### config.mk
export PLATFORM = sky130hd
export DESIGN_NAME = scsb_clk_ctrl
export DESIGN_NICKNAME = d
export VERILOG_FILES = /design/src/scsb_pkg.sv /design/src/scsb_clk_ctrl.sv
export VERILOG_INCLUDE_DIRS = /design/src
export SDC_FILE = /design/constraint.sdc
export NUM_CORES = 1
export LEC_CHECK = 0
export BUFFER_PORTS_ARGS = -buffer_cell sky130_fd_sc_hd__buf_4
export CAP_MARGIN = 20
export CORE_ASPECT_RATIO = 2
export CORE_UTILIZATION = 30
export CTS_CLUSTER_DIAMETER = 30
export DETAILED_ROUTE_END_ITERATION = 16
export HOLD_SLACK_MARGIN = 0.08
export PLACE_DENSITY_LB_ADDON = 0.08
export SKIP_CTS_REPAIR_TIMING = 1
export SYNTH_ARGS = -nofsm -noshare
export SYNTH_HDL_FRONTEND = slang
export SYNTH_SLANG_ARGS = --single-unit
### constraint.sdc
create_clock -name i_clk -period 3.53 [get_ports i_clk]
set_input_delay 0.1765 -clock i_clk [delete_from_list [all_inputs] [get_ports i_clk]]
set_output_delay 0.1765 -clock i_clk [all_outputs]
set_load 0.02 [all_outputs]
### src/scsb_params.svh
// constants for the system clock select and boot block
`ifndef SCSB_PARAMS_SVH
`define SCSB_PARAMS_SVH
// timing
`define SCSB_CLK_MHZ 125
`define SCSB_NORMAL_BOOT_MS 55
`define SCSB_FAST_BOOT_US 850
`define SCSB_NORMAL_BOOT_CYC (`SCSB_NORMAL_BOOT_MS * 1000 * `SCSB_CLK_MHZ)
`define SCSB_FAST_BOOT_CYC (`SCSB_FAST_BOOT_US * `SCSB_CLK_MHZ)
`define SCSB_TRIM_TARGET_MHZ 16
// register byte offsets
`define SCSB_ADDR_CLKMD 4'h0
`define SCSB_ADDR_XTAL 4'h4
`define SCSB_ADDR_TRIM 4'h8
`define SCSB_ADDR_STATUS 4'hC
// clock mode codes
`define SCSB_CLKMD_DIV2 8'h34
`define SCSB_CLKMD_DIV4 8'h14
`define SCSB_CLKMD_DIV8 8'h3C
`define SCSB_CLKMD_DIV16 8'h1C
`define SCSB_CLKMD_DIV32 8'h7C
`define SCSB_CLKMD_SLOW 8'hE4
`define SCSB_CLKMD_XTAL 8'hB4
`define SCSB_CLKMD_RST 8'hE4
// field positions
`define SCSB_FAST_EN_BIT 4
`define SCSB_SLOW_EN_BIT 2
`define SCSB_XTAL_EN_BIT 7
// reset and calibration values
`define SCSB_XTAL_RST 8'h00
`define SCSB_TRIM_RST 8'h00
`define SCSB_CAL_TRIM 8'h80
// divider half periods in source edges
`define SCSB_HALF_FAST64 7'h40
`define SCSB_HALF_ONE 7'h01
// bus responses
`define SCSB_RESP_OKAY 2'b00
`define SCSB_RESP_SLVERR 2'b10
`endif

### src/scsb_pkg.sv
// types for the system clock select and boot block
package scsb_pkg;
  typedef enum logic [2:0] {
    OPT_DIV2 = 3'd0,
    OPT_DIV4 = 3'd1,
    OPT_DIV8 = 3'd2,
    OPT_DIV16 = 3'd3,
    OPT_DIV32 = 3'd4,
    OPT_SLOW = 3'd5,
    OPT_DISABLE = 3'd6
  } scsb_opt_t;
  typedef enum logic [1:0] {
    SRC_FAST = 2'd0,
    SRC_SLOW = 2'd1,
    SRC_XTAL = 2'd2
  } scsb_src_t;
  typedef enum logic [1:0] {
    BT_SYNC = 2'b00,
    BT_WAIT = 2'b01,
    BT_RUN = 2'b11
  } scsb_boot_t;
endpackage

### src/scsb_clk_ctrl.sv
// system clock source selection, oscillator enables, trim and power-on boot
`timescale 1ns/10ps
`include "scsb_params.svh"

module scsb_clk_ctrl #(
  parameter int unsigned NORMAL_BOOT_CYC = `SCSB_NORMAL_BOOT_CYC,
  parameter int unsigned FAST_BOOT_CYC = `SCSB_FAST_BOOT_CYC,
  parameter logic [7:0] CAL_TRIM = `SCSB_CAL_TRIM
) (
  input wire logic i_clk,
  input wire logic i_rst_n,
  input wire logic [2:0] i_trim_opt,
  input wire logic i_fast_boot,
  input wire logic i_fast_rc_osc,
  input wire logic i_slow_rc_osc,
  input wire logic i_crystal_osc,
  input wire logic i_awvalid,
  output logic o_awready,
  input wire logic [3:0] i_awaddr,
  input wire logic i_wvalid,
  output logic o_wready,
  input wire logic [31:0] i_wdata,
  input wire logic [3:0] i_wstrb,
  output logic o_bvalid,
  input wire logic i_bready,
  output logic [1:0] o_bresp,
  input wire logic i_arvalid,
  output logic o_arready,
  input wire logic [3:0] i_araddr,
  output logic o_rvalid,
  input wire logic i_rready,
  output logic [31:0] o_rdata,
  output logic [1:0] o_rresp,
  output logic o_crystal_osc_en,
  output logic o_fast_rc_osc_en,
  output logic o_slow_rc_osc_en,
  output logic [7:0] o_fast_rc_trim,
  output logic o_wdt_en,
  output logic o_port_a_bit5_in,
  output logic o_boot_done,
  output logic o_sys_clk
);

  ////////////////////////////////////////////////////////////////////////////
  // pin synchronisers
  logic [2:0] osc_s1_q, osc_s2_q, osc_s3_q;
  logic [3:0] strap_s1_q, strap_s2_q;

  always_ff @(posedge i_clk or negedge i_rst_n) begin
    if (!i_rst_n) begin
      osc_s1_q <= 3'h0;
      osc_s2_q <= 3'h0;
      osc_s3_q <= 3'h0;
      strap_s1_q <= 4'h0;
      strap_s2_q <= 4'h0;
    end else begin
      osc_s1_q <= {i_crystal_osc, i_slow_rc_osc, i_fast_rc_osc};
      osc_s2_q <= osc_s1_q;
      osc_s3_q <= osc_s2_q;
      strap_s1_q <= {i_fast_boot, i_trim_opt};
      strap_s2_q <= strap_s1_q;
    end
  end

  ////////////////////////////////////////////////////////////////////////////
  // boot sequencer
  scsb_pkg::scsb_boot_t boot_q;
  scsb_pkg::scsb_opt_t opt_q;
  logic fast_q;
  logic [23:0] boot_cnt_q;
  logic [23:0] boot_last;
  logic boot_apply;

  assign boot_last = fast_q ? 24'(FAST_BOOT_CYC - 1) : 24'(NORMAL_BOOT_CYC - 1);
  assign boot_apply = (boot_q == scsb_pkg::BT_WAIT) && (boot_cnt_q == boot_last);

  // straps caught after reset release once the synchronisers have filled
  always_ff @(posedge i_clk or negedge i_rst_n) begin
    if (!i_rst_n) begin
      boot_q <= scsb_pkg::BT_SYNC;
      opt_q <= scsb_pkg::OPT_DISABLE;
      fast_q <= 1'b0;
      boot_cnt_q <= 24'h00_0000;
    end else begin
      unique case (boot_q)
        scsb_pkg::BT_SYNC: begin
          boot_cnt_q <= boot_cnt_q + 24'h00_0001;
          if (boot_cnt_q == 24'h00_0002) begin
            opt_q <= scsb_pkg::scsb_opt_t'(strap_s2_q[2:0]);
            fast_q <= strap_s2_q[3];
            boot_cnt_q <= 24'h00_0000;
            boot_q <= scsb_pkg::BT_WAIT;
          end
        end
        scsb_pkg::BT_WAIT: begin
          boot_cnt_q <= boot_cnt_q + 24'h00_0001;
          if (boot_apply) begin
            boot_q <= scsb_pkg::BT_RUN;
          end
        end
        scsb_pkg::BT_RUN: boot_cnt_q <= boot_cnt_q;
        default: boot_q <= scsb_pkg::BT_SYNC;
      endcase
    end
  end

  function automatic logic [7:0] opt_code(input scsb_pkg::scsb_opt_t opt);
    unique case (opt)
      scsb_pkg::OPT_DIV2: opt_code = `SCSB_CLKMD_DIV2;
      scsb_pkg::OPT_DIV4: opt_code = `SCSB_CLKMD_DIV4;
      scsb_pkg::OPT_DIV8: opt_code = `SCSB_CLKMD_DIV8;
      scsb_pkg::OPT_DIV16: opt_code = `SCSB_CLKMD_DIV16;
      scsb_pkg::OPT_DIV32: opt_code = `SCSB_CLKMD_DIV32;
      default: opt_code = `SCSB_CLKMD_SLOW;
    endcase
  endfunction

  ////////////////////////////////////////////////////////////////////////////
  // register bus slave
  logic aw_hold_q, w_hold_q;
  logic [3:0] awaddr_q;
  logic [31:0] wdata_q;
  logic lane0_q;
  logic wr_en, wr_ok;
  logic [7:0] clkmd_q, xtal_q, trim_q;
  logic [31:0] status_w;
  scsb_pkg::scsb_src_t cur_src_q;

  assign wr_en = aw_hold_q && w_hold_q && !o_bvalid;
  // writes during boot are refused so the boot values cannot be overtaken
  assign wr_ok = wr_en && o_boot_done && lane0_q && (awaddr_q != `SCSB_ADDR_STATUS);

  always_ff @(posedge i_clk or negedge i_rst_n) begin
    if (!i_rst_n) begin
      aw_hold_q <= 1'b0;
      w_hold_q <= 1'b0;
      awaddr_q <= 4'h0;
      wdata_q <= 32'h0000_0000;
      lane0_q <= 1'b0;
      o_awready <= 1'b1;
      o_wready <= 1'b1;
      o_bvalid <= 1'b0;
      o_bresp <= `SCSB_RESP_OKAY;
    end else begin
      if (i_awvalid && o_awready) begin
        aw_hold_q <= 1'b1;
        awaddr_q <= i_awaddr;
        o_awready <= 1'b0;
      end
      if (i_wvalid && o_wready) begin
        w_hold_q <= 1'b1;
        wdata_q <= i_wdata;
        lane0_q <= i_wstrb[0];
        o_wready <= 1'b0;
      end
      if (wr_en) begin
        aw_hold_q <= 1'b0;
        w_hold_q <= 1'b0;
        o_bvalid <= 1'b1;
        o_bresp <= (o_boot_done && awaddr_q[1:0] == 2'b00 && awaddr_q != `SCSB_ADDR_STATUS) ?
                   `SCSB_RESP_OKAY : `SCSB_RESP_SLVERR;
      end
      if (o_bvalid && i_bready) begin
        o_bvalid <= 1'b0;
        o_awready <= 1'b1;
        o_wready <= 1'b1;
      end
    end
  end

  assign status_w = {24'h00_0000, o_boot_done, o_wdt_en, fast_q, opt_q, cur_src_q};

  always_ff @(posedge i_clk or negedge i_rst_n) begin
    if (!i_rst_n) begin
      o_arready <= 1'b1;
      o_rvalid <= 1'b0;
      o_rdata <= 32'h0000_0000;
      o_rresp <= `SCSB_RESP_OKAY;
    end else if (i_arvalid && o_arready) begin
      o_arready <= 1'b0;
      o_rvalid <= 1'b1;
      o_rresp <= `SCSB_RESP_OKAY;
      unique case (i_araddr)
        `SCSB_ADDR_CLKMD: o_rdata <= {24'h00_0000, clkmd_q};
        `SCSB_ADDR_XTAL: o_rdata <= {24'h00_0000, xtal_q};
        `SCSB_ADDR_TRIM: o_rdata <= {24'h00_0000, trim_q};
        `SCSB_ADDR_STATUS: o_rdata <= status_w;
        default: begin
          o_rdata <= 32'h0000_0000;
          o_rresp <= `SCSB_RESP_SLVERR;
        end
      endcase
    end else if (o_rvalid && i_rready) begin
      o_rvalid <= 1'b0;
      o_arready <= 1'b1;
    end
  end

  ////////////////////////////////////////////////////////////////////////////
  // control registers
  always_ff @(posedge i_clk or negedge i_rst_n) begin
    if (!i_rst_n) begin
      clkmd_q <= `SCSB_CLKMD_RST;
    end else if (boot_apply && opt_q != scsb_pkg::OPT_DISABLE) begin
      clkmd_q <= opt_code(opt_q);
    end else if (wr_ok && awaddr_q == `SCSB_ADDR_CLKMD) begin
      clkmd_q <= wdata_q[7:0];
    end
  end

  always_ff @(posedge i_clk or negedge i_rst_n) begin
    if (!i_rst_n) begin
      xtal_q <= `SCSB_XTAL_RST;
    end else if (wr_ok && awaddr_q == `SCSB_ADDR_XTAL) begin
      xtal_q <= wdata_q[7:0];
    end
  end

  always_ff @(posedge i_clk or negedge i_rst_n) begin
    if (!i_rst_n) begin
      trim_q <= `SCSB_TRIM_RST;
    end else if (boot_apply && opt_q != scsb_pkg::OPT_DISABLE) begin
      trim_q <= CAL_TRIM;
    end else if (wr_ok && awaddr_q == `SCSB_ADDR_TRIM) begin
      trim_q <= wdata_q[7:0];
    end
  end

  always_ff @(posedge i_clk or negedge i_rst_n) begin
    if (!i_rst_n) begin
      o_wdt_en <= 1'b0;
      o_boot_done <= 1'b0;
      o_port_a_bit5_in <= 1'b1;
    end else begin
      o_port_a_bit5_in <= 1'b1;
      if (boot_apply) begin
        o_wdt_en <= (opt_q == scsb_pkg::OPT_DISABLE);
        o_boot_done <= 1'b1;
      end
    end
  end

  // enables are the register bits themselves
  assign o_fast_rc_osc_en = clkmd_q[`SCSB_FAST_EN_BIT];
  assign o_slow_rc_osc_en = clkmd_q[`SCSB_SLOW_EN_BIT];
  assign o_crystal_osc_en = xtal_q[`SCSB_XTAL_EN_BIT];
  assign o_fast_rc_trim = trim_q;

  ////////////////////////////////////////////////////////////////////////////
  // clock selection and divider
  scsb_pkg::scsb_src_t want_src;
  logic [6:0] want_half, cur_half_q, div_cnt_q;
  logic src_edge;

  // unknown codes fall back to fast rc /64
  always_comb begin
    want_src = scsb_pkg::SRC_FAST;
    want_half = `SCSB_HALF_FAST64;
    unique case (clkmd_q)
      `SCSB_CLKMD_DIV2: want_half = 7'h02;
      `SCSB_CLKMD_DIV4: want_half = 7'h04;
      `SCSB_CLKMD_DIV8: want_half = 7'h08;
      `SCSB_CLKMD_DIV16: want_half = 7'h10;
      `SCSB_CLKMD_DIV32: want_half = 7'h20;
      `SCSB_CLKMD_SLOW: begin
        want_src = scsb_pkg::SRC_SLOW;
        want_half = `SCSB_HALF_ONE;
      end
      `SCSB_CLKMD_XTAL: begin
        want_src = scsb_pkg::SRC_XTAL;
        want_half = `SCSB_HALF_ONE;
      end
      default: want_half = `SCSB_HALF_FAST64;
    endcase
  end

  assign src_edge = osc_s2_q[cur_src_q] ^ osc_s3_q[cur_src_q];

  // switch only at the start of a low phase so no pulse is cut short;
  // a disabled target source stalls the clock low until it runs
  always_ff @(posedge i_clk or negedge i_rst_n) begin
    if (!i_rst_n) begin
      cur_src_q <= scsb_pkg::SRC_SLOW;
      cur_half_q <= `SCSB_HALF_ONE;
      div_cnt_q <= 7'h00;
      o_sys_clk <= 1'b0;
    end else if ((cur_src_q != want_src || cur_half_q != want_half) && !o_sys_clk
                 && div_cnt_q == 7'h00) begin
      cur_src_q <= want_src;
      cur_half_q <= want_half;
    end else if (src_edge) begin
      if (div_cnt_q == cur_half_q - 7'h01) begin
        div_cnt_q <= 7'h00;
        o_sys_clk <= !o_sys_clk;
      end else begin
        div_cnt_q <= div_cnt_q + 7'h01;
      end
    end
  end

  logic [23:0] chk_boot_q;
  always_ff @(posedge i_clk or negedge i_rst_n) begin
    if (!i_rst_n) begin
      chk_boot_q <= 24'h00_0000;
    end else if (boot_q == scsb_pkg::BT_WAIT) begin
      chk_boot_q <= chk_boot_q + 24'h00_0001;
    end
  end
endmodule // scsb_clk_ctrl

**After elaboration in Yosys (flattened, before gate mapping)**

Cells that the tools add are included.

- Register bits after elaboration: 146
- Input port bits: 58
- Output and inout bits: 56
- Word-level logic and storage cells: 144

- Add/sub/neg operators: 3
- Magnitude comparators: 1
- Eq/ne operators: 28
- Muxes and demuxes: 35
- Bitwise operators: 3
- Reduce and logical (&&, ||, !) cells: 43

Operators by type and width:

| cell | count |
|---|---|
| 24-bit case mux with 2 select lines | 1 |
| 7-bit case mux with 6 select lines | 1 |
| 8-bit case mux with 5 select lines | 1 |
| 8-bit two-way mux | 4 |
| 8-bit case mux with 4 select lines | 1 |
| 24-bit by 1-bit adder with 24-bit output (second input constant) | 1 |
| 24-bit by 2-bit == test with 1-bit output (second input constant) | 1 |
| 24-bit by 23-bit == test with 1-bit output | 1 |
| 24-bit two-way mux | 1 |
| 23-bit two-way mux | 1 |
| 1-bit logical AND | 19 |
| 2-bit nonzero test | 9 |
| 8-bit by 5-bit == test with 1-bit output (second input constant) | 2 |
| 8-bit by 6-bit == test with 1-bit output (second input constant) | 2 |
| 8-bit == test (second input constant) | 2 |
| 1-bit two-way mux | 16 |
| 4-bit == test (second input constant) | 3 |
| 4-bit by 3-bit == test with 1-bit output (second input constant) | 2 |
| 8-bit by 7-bit == test with 1-bit output (second input constant) | 1 |
| 4-bit logical NOT | 2 |
| 2-bit two-way mux | 4 |
| 7-bit by 1-bit adder with 7-bit output (second input constant) | 1 |
| 7-bit == test | 1 |
| 7-bit logical NOT | 1 |
| 26 further kinds | 35 |

**Longest topological paths before layout**

Gate-level depths: netlist of run 1.

- Depth after elaboration: 9
- Gate-level depth with buffers: 10

**Worst setup path before layout of run 1**

OpenSTA, ideal clock, no wires.

- Path type: flip-flop to flip-flop
- Start point: reg clkmd_q[2]
- End point: reg cur_half_q[2]
- Data arrival time: 2.498 ns
- Data required time: 3.405 ns
- Slack: 0.907 ns
- Stages on the path, launching flop included: 9
- Buffers on the path: 2
- Clock period less this slack: 2.623 ns
- Path through: dfstp_2 and4bb_1 buf_6 nand4_4 o311a_1 or4_4 o21ba_1 buf_6 mux2_4

- Cells in the longest elaborated chain, start to end: 7

RTL lines:

| element | RTL line | RTL |
|---|---|---|
| from (decl) | scsb_clk_ctrl.sv:125 | `logic [7:0] clkmd_q, xtal_q, trim_q;` |
| from (signal assigned) | scsb_clk_ctrl.sv:203 | `` clkmd_q <= `SCSB_CLKMD_RST; `` |
| from (signal assigned) | scsb_clk_ctrl.sv:205 | `clkmd_q <= opt_code(opt_q);` |
| from (signal assigned) | scsb_clk_ctrl.sv:207 | `clkmd_q <= wdata_q[7:0];` |
| 8-bit == test | scsb_clk_ctrl.sv:259 | `unique case (clkmd_q)` |
| 2-bit OR reduction (no line) | n/a |  |
| 7-bit case mux with 6 select lines | scsb_clk_ctrl.sv:259 |  |
| 7-bit != test | scsb_clk_ctrl.sv:287 | `end else if ((cur_src_q != want_src \|\| cur_half_q != want_half) && !o_sys_clk` |
| 1-bit logical OR | scsb_clk_ctrl.sv:287 |  |
| 1-bit logical AND | scsb_clk_ctrl.sv:287 |  |
| 1-bit logical AND | scsb_clk_ctrl.sv:288 | `&& div_cnt_q == 7'h00) begin` |
| to (signal assigned) | scsb_clk_ctrl.sv:284 | `` cur_half_q <= `SCSB_HALF_ONE; `` |
| to (signal assigned) | scsb_clk_ctrl.sv:290 | `cur_half_q <= want_half;` |
| to (decl) | scsb_clk_ctrl.sv:252 | `logic [6:0] want_half, cur_half_q, div_cnt_q;` |

Several ways; a longest one is shown, not always the timed one.
A chain may end at the register's enable or synchronous reset.

**Final worst setup path of run 1**

- Start point: reg clkmd_q[2]
- End point: reg cur_src_q[1]

- Cells in the longest elaborated chain, start to end: 7

RTL lines:

| element | RTL line | RTL |
|---|---|---|
| 8-bit == test | scsb_clk_ctrl.sv:259 |  |
| 2-bit OR reduction (no line) | n/a |  |
| 7-bit case mux with 6 select lines | scsb_clk_ctrl.sv:259 |  |
| 7-bit != test | scsb_clk_ctrl.sv:287 |  |
| 1-bit logical OR | scsb_clk_ctrl.sv:287 |  |
| 1-bit logical AND | scsb_clk_ctrl.sv:287 |  |
| 1-bit logical AND | scsb_clk_ctrl.sv:288 |  |
| to (signal assigned) | scsb_clk_ctrl.sv:283 | `cur_src_q <= scsb_pkg::SRC_SLOW;` |
| to (signal assigned) | scsb_clk_ctrl.sv:289 | `cur_src_q <= want_src;` |
| to (decl) | scsb_clk_ctrl.sv:127 | `scsb_pkg::scsb_src_t cur_src_q;` |

Several ways; a longest one is shown, not always the timed one.

==> results.sh, run 1 <==
export IMPL_number_of_cell_instances_on_the_worst_register_to_register_path=6
export IMPL_detail_route_vias_per_cell=4.67
export IMPL_skew_ns=0.00726
export IMPL_placement_rows=72
export IMPL_placement_setup_worst_slack_ns=0.709
export IMPL_vias=4202
export IMPL_min_from="i_araddr[0]"
export IMPL_fin_crit_ns=2.83
export IMPL_critical_path_cell_chain="and4bb_1 > nand4_4 > o311a_1 > or4_4 > o21ba_1 > mux2_4"
export IMPL_cp_launch_point="clkmd_q[2]"
export IMPL_worstReg2RegStart="clkmd_q[2]"
export IMPL_drive_above_1_share=0.242
export IMPL_syn_instance_count=531
export IMPL_vdd_drop_max_mv=0.243
export IMPL_post_synth_num_cell_types=73
export IMPL_numClockSinks=120
export IMPL_synthesis_yosys_warnings=0
export IMPL_die_area_mm2=0.0203
export IMPL_post_dp_hpwl_mm=10.7
export IMPL_final_hold_violation_count=0
export IMPL_synth_avg_cell_area_um2=11.2
export IMPL_postRouteAntennaNets=0
export IMPL_die_x_um=101
export IMPL_critPathBufInv=0
export IMPL_slew_headroom=0.316
export IMPL_clk_pin_slew_ns=0.06
export IMPL_cts_path_max_buffers=2
export IMPL_worst_slew_pin_slew_ns=1.02
export IMPL_core_region_area_mm2=0.0194
export IMPL_leakagePower_nw=3.44
export IMPL_io_buffers=59
export IMPL_worstSetupStartpointType="register"
export IMPL_power_density_mw_per_mm2=566
export IMPL_status="completed"
export IMPL_timing_critical_path_slowest_stage_cell="dfstp_2"
export IMPL_wire_length_of_the_first_global_routing_pass_mm=23.9
export IMPL_area_growth_pct=26.5
export IMPL_share_of_synthesized_area_occupied_by_flip_flops_and_latches=0.509
export IMPL_critical_path_peak_fanout=8
export IMPL_number_of_global_route_vias_before_repair=4313
export IMPL_cpLargestDelayFamily="simple AND/OR/NAND/NOR gates"
export IMPL_most_common_cell_after_layout_fill_and_taps_aside="dfrtp_1"
export IMPL_hold_path_class="in -> reg"
export IMPL_worstSkewPairLatency_ns=0.42
export IMPL_synth_largest_area_cell="dfrtp_1"
export IMPL_grt_setup_unrepaired="no"
export IMPL_postSynthRegisterBits=120
export IMPL_crit_reg2reg_capture="cur_src_q[1]"
export IMPL_setup_worst_path_class="reg -> reg"
export IMPL_htree_num_levels=4
export IMPL_drt_initial_drc_count=102
export IMPL_total_power_mw=4.24
export IMPL_fraction_of_synthesized_cell_area_taken_by_the_top_area_cell_type=0.460
export IMPL_final_hold_worst_slack_ns=0.162
export IMPL_min_path_cells=3
export IMPL_share_of_synthesized_registers_carrying_an_async_set_or_reset=1.00
export IMPL_grt_max_degree=64
export IMPL_tritoncts_num_buffers=17
export IMPL_final_critical_path_share_of_the_clock_period=0.802
export IMPL_final_util=0.387
export IMPL_final_fill_count=1922
export IMPL_postRouteWirelength_mm=14.5
export IMPL_max_cap_violations=0
export IMPL_final_setup_tns_ns=0
export IMPL_endpoint="cur_src_q[1]"
export IMPL_slew_violations=0
export IMPL_cp_arrival_ns=3.13
export IMPL_track_usage=0.155
export IMPL_synth_top_flop_cell="dfrtp_1"
export IMPL_gr_total_overflow=0
export IMPL_finalWorstSetupSlack_ns=0.699
export IMPL_timing_final_setup_violations=0
export IMPL_worstPathRequired_ns=3.83
export IMPL_antenna_found_initial=0
export IMPL_worst_setup_path_end_kind="register"
export IMPL_nets=690
export IMPL_floorplan_initialDensity=0.306
export IMPL_drc=0
export IMPL_global_route_usage_met2=0.288
export IMPL_use_met3=0.0348
export IMPL_die_h_um=201
export IMPL_first_pass_iters=4
export IMPL_worst_path_stages=6
export IMPL_tritoncts="built"
export IMPL_io_pins=114
export IMPL_clockRootBuffer="clkbuf_16"
export IMPL_route_detailed_wl_per_inst_um=16.2
export IMPL_most_common_layout_cells="dfrtp_1, buf_4, nand2_1"
export IMPL_global_route_usage_met1=0.165
export IMPL_synth_area_mm2=0.00592
export IMPL_netlist_top_cells_area="dfrtp_1, mux2i_1, dfstp_2"
export IMPL_register_to_register_setup_slack_ns=0.70
export IMPL_synth_enable_flop_cells=0
export IMPL_fmaxAchievable_mhz=353
export IMPL_slowest_delay_ns=0.57
export IMPL_gp_congestion=0.763
export IMPL_grt_busiest_layer="met2"
export IMPL_diodes=0
worst min-delay path by stage:
| stage | to |
|---|---|
| after global placement | strap_s1_q[1] |
| after global routing | o_rresp[1] |
| after CTS | strap_s1_q[2] |
| after floorplan | aw_hold_q |
| after detailed placement | strap_s1_q[0] |
| final | o_rresp[1] |
layer usage:
| layer | vias to the layer above | routed length, um | part of all wire |
|---|---|---|---|
| li1 | 2029 | - | - |
| met1 | 2099 | 5600 | 0.39 |
| met2 | 58 | 8320 | 0.57 |
| met3 | 16 | 338 | 0.023 |
| met4 | 0 | 272 | 0.019 |
| met5 | - | 0 | 0 |
report_power, final:
group          internal [mW]  total (mW)  switching, mW
Sequential              1.55        1.74          0.189
Combinational          0.324       0.627          0.302
Clock                   1.25        1.87          0.617
logic make-up after synthesis:
group,count (synthesis),share of synthesized area
xor gates and xnor gates,35,0.0518
DFF,120,0.509
adders and majority gates,5,0.0106
AOI/OAI and AO/OA,78,0.0997
buffers and inverters,61,0.0598
muxes,62,0.113
other,2,0.00127
and+or+nand+nor,168,0.154
Yosys cell counts, drive strengths merged (3+ instances only):
| cell | count |
|---|---|
| dfstp | 11 |
| nand3 | 15 |
| dfrtp | 109 |
| a21oi | 7 |
| xnor2 | 25 |
| nor2b | 11 |
| ha | 5 |
| clkbuf | 12 |
| or2 | 5 |
| xor2 | 10 |
| nand2b | 3 |
| nor2 | 36 |
| o21ai | 14 |
| nor4 | 8 |
| mux2i | 33 |
| a31oi | 3 |
| nor3 | 13 |
| and4b | 3 |
| o22ai | 9 |
| or3 | 3 |
| nand2 | 37 |
| o31ai | 3 |
| a21o | 10 |
| inv | 16 |
| nor3b | 3 |
| nand4 | 7 |
| and3 | 11 |
| buf | 33 |
| mux2 | 29 |
| a22o | 12 |
flip-flops by register name, summed over array words and instances, names as in the netlist, 2 cells and up:
signal / cells
awaddr_q: 4
boot_cnt_q: 24
boot_q: 2
clkmd_q: 8
cur_half_q: 7
cur_src_q: 2
div_cnt_q: 7
o_fast_rc_trim: 8
o_rdata: 8
opt_q: 3
osc_s1_q: 3
osc_s2_q: 3
osc_s3_q: 3
strap_s1_q: 4
strap_s2_q: 4
wdata_q: 8
xtal_q: 8
worst register-to-register path, stage by stage (launching register included):
cell and delay [ns]:
dfstp_2 0.57, and4bb_1 0.42, nand4_4 0.13, o311a_1 0.33, or4_4 0.55, o21ba_1 0.36
mux2_4 0.35
stage by stage:
step	instances	cell area (um^2)
2_1_floorplan	556	6020
3_3_place_gp	838	6570
3_5_place_dp	838	6570
4_1_cts	870	7200
5_1_grt	899	7490
6_report	899	7490
layout make-up:
type	instances	area (um^2)	area share
tap	259	324	0.0432
sequential	120	3020	0.403
inverter	16	60.1	0.00801
clock buffer	24	492	0.0656
timing repair buffer	97	813	0.109
clock inverter	8	143	0.0190
multi-input combinational	375	2650	0.353
Note: power is estimated with default switching activity, not from simulation.
==> run 2: changes to the inputs <==
- ABC_AREA: unset -> 1
- clock period: 3.53 -> 2.5 ns (I/O delays scaled with it)
==> results.sh, run 2 <==
export IMPL_die_h_um=210
export IMPL_synth_largest_area_cell="dfrtp_1"
export IMPL_share_of_synthesized_area_occupied_by_flip_flops_and_latches=0.466
export IMPL_synth_top_cells_by_count="nand2_1, dfrtp_1, inv_1"
export IMPL_fraction_of_synthesized_cell_area_taken_by_the_top_area_cell_type=0.421
export IMPL_worst_setup_path_end_kind="register"
export IMPL_crit_reg2reg_capture="div_cnt_q[6]"
export IMPL_status="completed"
export IMPL_cpLargestDelayFamily="simple AND/OR/NAND/NOR gates"
export IMPL_worst_path_stages=10
export IMPL_post_synth_num_cell_types=46
export IMPL_number_of_global_route_vias_before_repair=5554
export IMPL_layout_cell_area_non_filler_mm2=0.00806
export IMPL_postRouteAntennaNets=0
export IMPL_synth_enable_flop_cells=0
export IMPL_io_buffers=59
export IMPL_fin_crit_ns=2.09
export IMPL_worstSetupStartpointType="register"
export IMPL_hold_path_class="in -> reg"
export IMPL_drive_above_1_share=0.174
export IMPL_critPathBufInv=1
export IMPL_skew_ns=0.00820
export IMPL_postSynthRegisterBits=120
export IMPL_critical_path_cell_chain="inv_1 > ha_1 > nand3_1 > xor2_1 > or2_2 > nand4_1 > nor2_1 > nor2_1 > nand3_1 > nand2_1"
export IMPL_antenna_found_initial=0
export IMPL_timing_critical_path_slowest_stage_cell="dfstp_2"
export IMPL_syn_instance_count=801
export IMPL_diodes=0
export IMPL_top_register="boot_cnt_q"
export IMPL_fmaxAchievable_mhz=479
export IMPL_core_region_area_mm2=0.0211
export IMPL_track_usage=0.169
export IMPL_die_area_mm2=0.0222
export IMPL_clockRootBuffer="clkbuf_16"
export IMPL_worstReg2RegStart="cur_half_q[0]"
export IMPL_placement_cell_area_mm2=0.00716
export IMPL_area_growth_pct=24.5
export IMPL_setup_worst_path_class="reg -> reg"
export IMPL_most_common_cell_after_layout_fill_and_taps_aside="nand2_1"
export IMPL_register_to_register_setup_slack_ns=0.41
export IMPL_slew_headroom=0.578
export IMPL_final_util=0.382
export IMPL_vdd_drop_max_mv=0.553
export IMPL_synth_avg_cell_area_um2=8.08
export IMPL_gr_total_overflow=0
export IMPL_synthesis_yosys_warnings=0
export IMPL_wire_length_of_the_first_global_routing_pass_mm=28.3
export IMPL_postRouteWirelength_mm=17.0
export IMPL_clk_pin_slew_ns=0.06
export IMPL_worst_slew_pin_slew_ns=0.633
export IMPL_worstPathRequired_ns=2.81
export IMPL_slowest_delay_ns=0.55
export IMPL_tritoncts_num_buffers=17
export IMPL_power_density_mw_per_mm2=732
export IMPL_nets=962
export IMPL_leakagePower_nw=3.93
export IMPL_die_x_um=106
export IMPL_final_setup_tns_ns=0
export IMPL_total_power_mw=5.90
export IMPL_most_common_layout_cells="nand2_1, dfrtp_1, inv_1"
export IMPL_cp_arrival_ns=2.39
export IMPL_drc=0
export IMPL_cp_launch_point="cur_half_q[0]"
export IMPL_tritoncts="built"
export IMPL_final_hold_worst_slack_ns=0.113
export IMPL_final_critical_path_share_of_the_clock_period=0.835
export IMPL_route_detailed_wl_per_inst_um=14.4
export IMPL_use_met3=0.0354
export IMPL_timing_final_setup_violations=0
export IMPL_first_pass_iters=4
export IMPL_number_of_cell_instances_on_the_worst_register_to_register_path=10
export IMPL_post_dp_hpwl_mm=13.3
export IMPL_drt_initial_drc_count=163
export IMPL_grt_setup_unrepaired="no"
export IMPL_numClockSinks=120
export IMPL_max_cap_violations=0
export IMPL_worstSkewPairLatency_ns=0.42
export IMPL_htree_num_levels=4
export IMPL_min_path_cells=5
export IMPL_global_route_usage_met2=0.318
export IMPL_vias=5445
export IMPL_share_of_synthesized_registers_carrying_an_async_set_or_reset=1.00
export IMPL_floorplan_initialDensity=0.307
export IMPL_gp_congestion=0.888
export IMPL_global_route_usage_met1=0.167
export IMPL_most_frequently_used_cell_type_in_the_post_synthesis_netlist="nand2_1"
export IMPL_slew_violations=0
export IMPL_final_fill_count=2216
export IMPL_grt_max_degree=67
export IMPL_grt_busiest_layer="met2"
export IMPL_critical_path_peak_fanout=4
export IMPL_final_hold_violation_count=0
export IMPL_synth_top_flop_cell="dfrtp_1"
export IMPL_placement_rows=75
export IMPL_endpoint="div_cnt_q[6]"
export IMPL_cts_path_max_buffers=2
export IMPL_detail_route_vias_per_cell=4.61
export IMPL_netlist_top_cells_area="dfrtp_1, nand2_1, inv_1"
export IMPL_synth_area_mm2=0.00647
export IMPL_largest_register_ffs=24
export IMPL_io_pins=114
==> run 2: cell types whose count changed in the layout (fill, tap and decap cells not counted), sizes merged, moves of 12 or more <==
| cell | change |
|---|---|
| a22o | -12 |
| inv | +85 |
| mux2 | -28 |
| mux2i | -32 |
| nand2 | +184 |
| nand3 | +23 |
| nand4 | +19 |
| nor2 | +36 |
| o21ai | +48 |
| xnor2 | -12 |
| xor2 | +15 |
==> run 2: kinds of logic (layout without fill, tap and decap cells) <==
group                    after synthesis  in the layout  share of synthesized area
multiplexers                           2              2                    0.00328
other                                  2             27                    0.00116
XOR/XNOR                              39             39                     0.0549
adder cells (fa/ha/maj)                5              5                    0.00966
AO/OA/AOI/OAI                         85             85                     0.0721
AND/OR/NAND/NOR                      401            401                      0.288
buffers and inverters                147            233                      0.105
flip-flops                           120            120                      0.466
==> run 2: stage by stage <==
stage | setup slack (ns) | instances
6_report | 0.412 | 1181
5_1_grt | 0.165 | 1181
4_1_cts | 0.367 | 1154
3_5_place_dp | 0.383 | 1122
3_3_place_gp | 0.401 | 1122
2_1_floorplan | 0.679 | 826
==> run 2: metal layers <==
metal,routed length (um),share of wire
met1,6300,0.37
met5,0,0
met3,428,0.025
met2,9540,0.56
met4,763,0.045
==> run 2: worst min-delay path by stage <==
stage                startpoint    endpoint  slack (ns)
floorplan               i_rst_n   aw_hold_q       -0.17
global placement        i_rst_n    o_rvalid        0.05
detailed placement      i_rst_n    o_rvalid        0.05
CTS                     i_rst_n    o_rvalid       -0.40
global route        i_araddr[1]  o_rresp[1]        0.15
finish              i_araddr[0]  o_rresp[1]        0.11
==> run 2: area by class of cell <==
type | count | area, um^2 | share of cell area
flip-flops and latches | 120 | 3020 | 0.374
well taps | 269 | 337 | 0.0418
clock inverters | 11 | 171 | 0.0213
inverters | 102 | 383 | 0.0475
clock buffers | 21 | 460 | 0.0571
multi-input cells | 559 | 2870 | 0.356
repair buffers | 99 | 823 | 0.102
==> run 2: worst min-delay path, delay by kind of cell <==
kind	cells	cell delay, ns
simple gates	3	0.20
buf+inv	2	0.16
==> run 2: where the power goes <==
group	internal (mW)	switching [mW]
Sequential	2.18	0.203
Combinational	0.359	0.535
Clock	1.72	0.903
==> run 3: changes to the inputs <==
- clock period: 2.5 -> 2.17 ns (I/O delays scaled with it)
==> results.sh, run 3 (synthesis results as in run 2) <==
export IMPL_power_density_mw_per_mm2=824
export IMPL_tritoncts="built"
export IMPL_die_area_mm2=0.0222
export IMPL_die_h_um=210
export IMPL_register_to_register_setup_slack_ns=0.14
export IMPL_detail_route_vias_per_cell=4.67
export IMPL_final_instance_count_excl_fill=1192
export IMPL_tritoncts_num_buffers=17
export IMPL_grt_max_degree=51
export IMPL_place_detailed_instances=1129
export IMPL_placement_setup_worst_slack_ns=0.0552
export IMPL_most_common_layout_cells="nand2_1, dfrtp_1, inv_1"
export IMPL_vdd_drop_max_mv=0.626
export IMPL_slew_headroom=0.472
export IMPL_clk_pin_slew_ns=0.06
export IMPL_track_usage=0.170
export IMPL_final_setup_tns_ns=0
export IMPL_vias=5563
export IMPL_htree_num_levels=4
export IMPL_finalWorstSetupSlack_ns=0.142
export IMPL_diodes=0
export IMPL_worst_setup_path_end_kind="register"
export IMPL_layout_cell_area_non_filler_mm2=0.00821
export IMPL_largest_register_ffs=24
export IMPL_route_detailed_wl_per_inst_um=14.8
export IMPL_worstPathRequired_ns=2.47
export IMPL_post_dp_hpwl_mm=13.5
export IMPL_placement_cell_area_mm2=0.00721
export IMPL_number_of_global_route_vias_before_repair=5753
export IMPL_critical_path_peak_fanout=11
export IMPL_postRouteWirelength_mm=17.7
export IMPL_drive_above_1_share=0.199
export IMPL_numClockSinks=120
export IMPL_slew_violations=0
export IMPL_io_buffers=59
export IMPL_drt_initial_drc_count=167
export IMPL_cts_path_max_buffers=2
export IMPL_hold_path_class="in -> reg"
export IMPL_final_critical_path_share_of_the_clock_period=0.935
export IMPL_antenna_found_initial=0
export IMPL_setup_worst_path_class="reg -> reg"
export IMPL_core_region_area_mm2=0.0211
export IMPL_gr_total_overflow=0
export IMPL_most_common_cell_after_layout_fill_and_taps_aside="nand2_1"
export IMPL_gp_congestion=0.890
export IMPL_final_hold_violation_count=0
export IMPL_postRouteAntennaNets=0
export IMPL_worst_slew_pin_slew_ns=0.786
export IMPL_die_x_um=106
export IMPL_floorplan_initialDensity=0.307
export IMPL_worstSetupStartpointType="register"
export IMPL_timing_final_setup_violations=0
export IMPL_wire_length_of_the_first_global_routing_pass_mm=28.7
export IMPL_top_register="boot_cnt_q"
export IMPL_skew_ns=0.00827
export IMPL_placement_rows=75
export IMPL_fmaxAchievable_mhz=493
export IMPL_fin_crit_ns=2.03
export IMPL_clockRootBuffer="clkbuf_16"
export IMPL_cp_arrival_ns=2.32
export IMPL_max_cap_violations=0
export IMPL_drc=0
export IMPL_status="completed"
export IMPL_worstSkewPairLatency_ns=0.42
export IMPL_io_pins=114
export IMPL_nets=973
export IMPL_first_pass_iters=6
export IMPL_area_growth_pct=26.8
export IMPL_leakagePower_nw=3.98
## run 3: cell count changes in the layout (fill, tap and decap cells not counted), moves of 2 or more
cell,change
buf_4,+10
dfrtp_1,-4
clkinv_4,-3
dfrtp_2,+4
nor4_1,-2
nor2_1,-2
nor4_2,+2
nor2_4,+2
clkinvlp_4,+3
## run 3: metrics by stage
step	hold WS (ns)	power, mW	utilization
finish	0.0756	6.77	0.389
global route	0.0937	7.13	0.389
CTS	-0.356	6.79	0.371
detailed placement	0.108	3.79	0.342
global placement	0.0958	3.76	0.342
floorplan	-0.187	3.41	-
## run 3: path summary, 6_finish.rpt
| check | startpoint | endpoint | depth (start not counted) |
|---|---|---|---|
| min | i_araddr[0] | o_rresp[1] | 5 |
| min reg2reg | strap_s1_q[0] | strap_s2_q[0] | 0 |
| max reg2reg | div_cnt_q[0] | cur_half_q[4] | 8 |
| max in group asynchronous | i_rst_n | clkmd_q[7] | 3 |
| max | div_cnt_q[0] | cur_half_q[4] | 8 |
| min in group asynchronous | i_rst_n | o_rdata[2] | 2 |
## run 3: per-layer routing
| layer | track usage | wire [um] | vias to the layer above | share of wire |
|---|---|---|---|---|
| li1 | - | - | 2730 | - |
| met1 | 0.161 | 6320 | 2633 | 0.36 |
| met2 | 0.315 | 9660 | 151 | 0.55 |
| met3 | 0.0385 | 545 | 49 | 0.031 |
| met4 | 0.120 | 1140 | 0 | 0.064 |
| met5 | 0 | 0 | - | 0 |
## run 3: critical path, cell delays in order, from the launching register on
cell and delay, ns:
dfrtp_1 0.42, inv_1 0.12, ha_1 0.19, nand4_1 0.12
nor4_2 0.61, nand2_8 0.14, buf_4 0.18, nand2_1 0.05
o21ai_0 0.08
## run 3: layout make-up
class / count / area, um^2
Multi-Input combinational cell: 560 / 2950
Sequential cell: 120 / 3020
Timing Repair Buffer: 109 / 898
Tap cell: 269 / 337
Clock inverter: 11 / 146
Inverter: 102 / 385
Clock buffer: 21 / 470
Fill cell: 2161 / 12900
## run 3: power by group
part / switching (mW) / internal, mW / total (mW)
clock network: 1.05 / 1.89 / 2.94
registers: 0.237 / 2.51 / 2.75
logic: 0.648 / 0.434 / 1.08
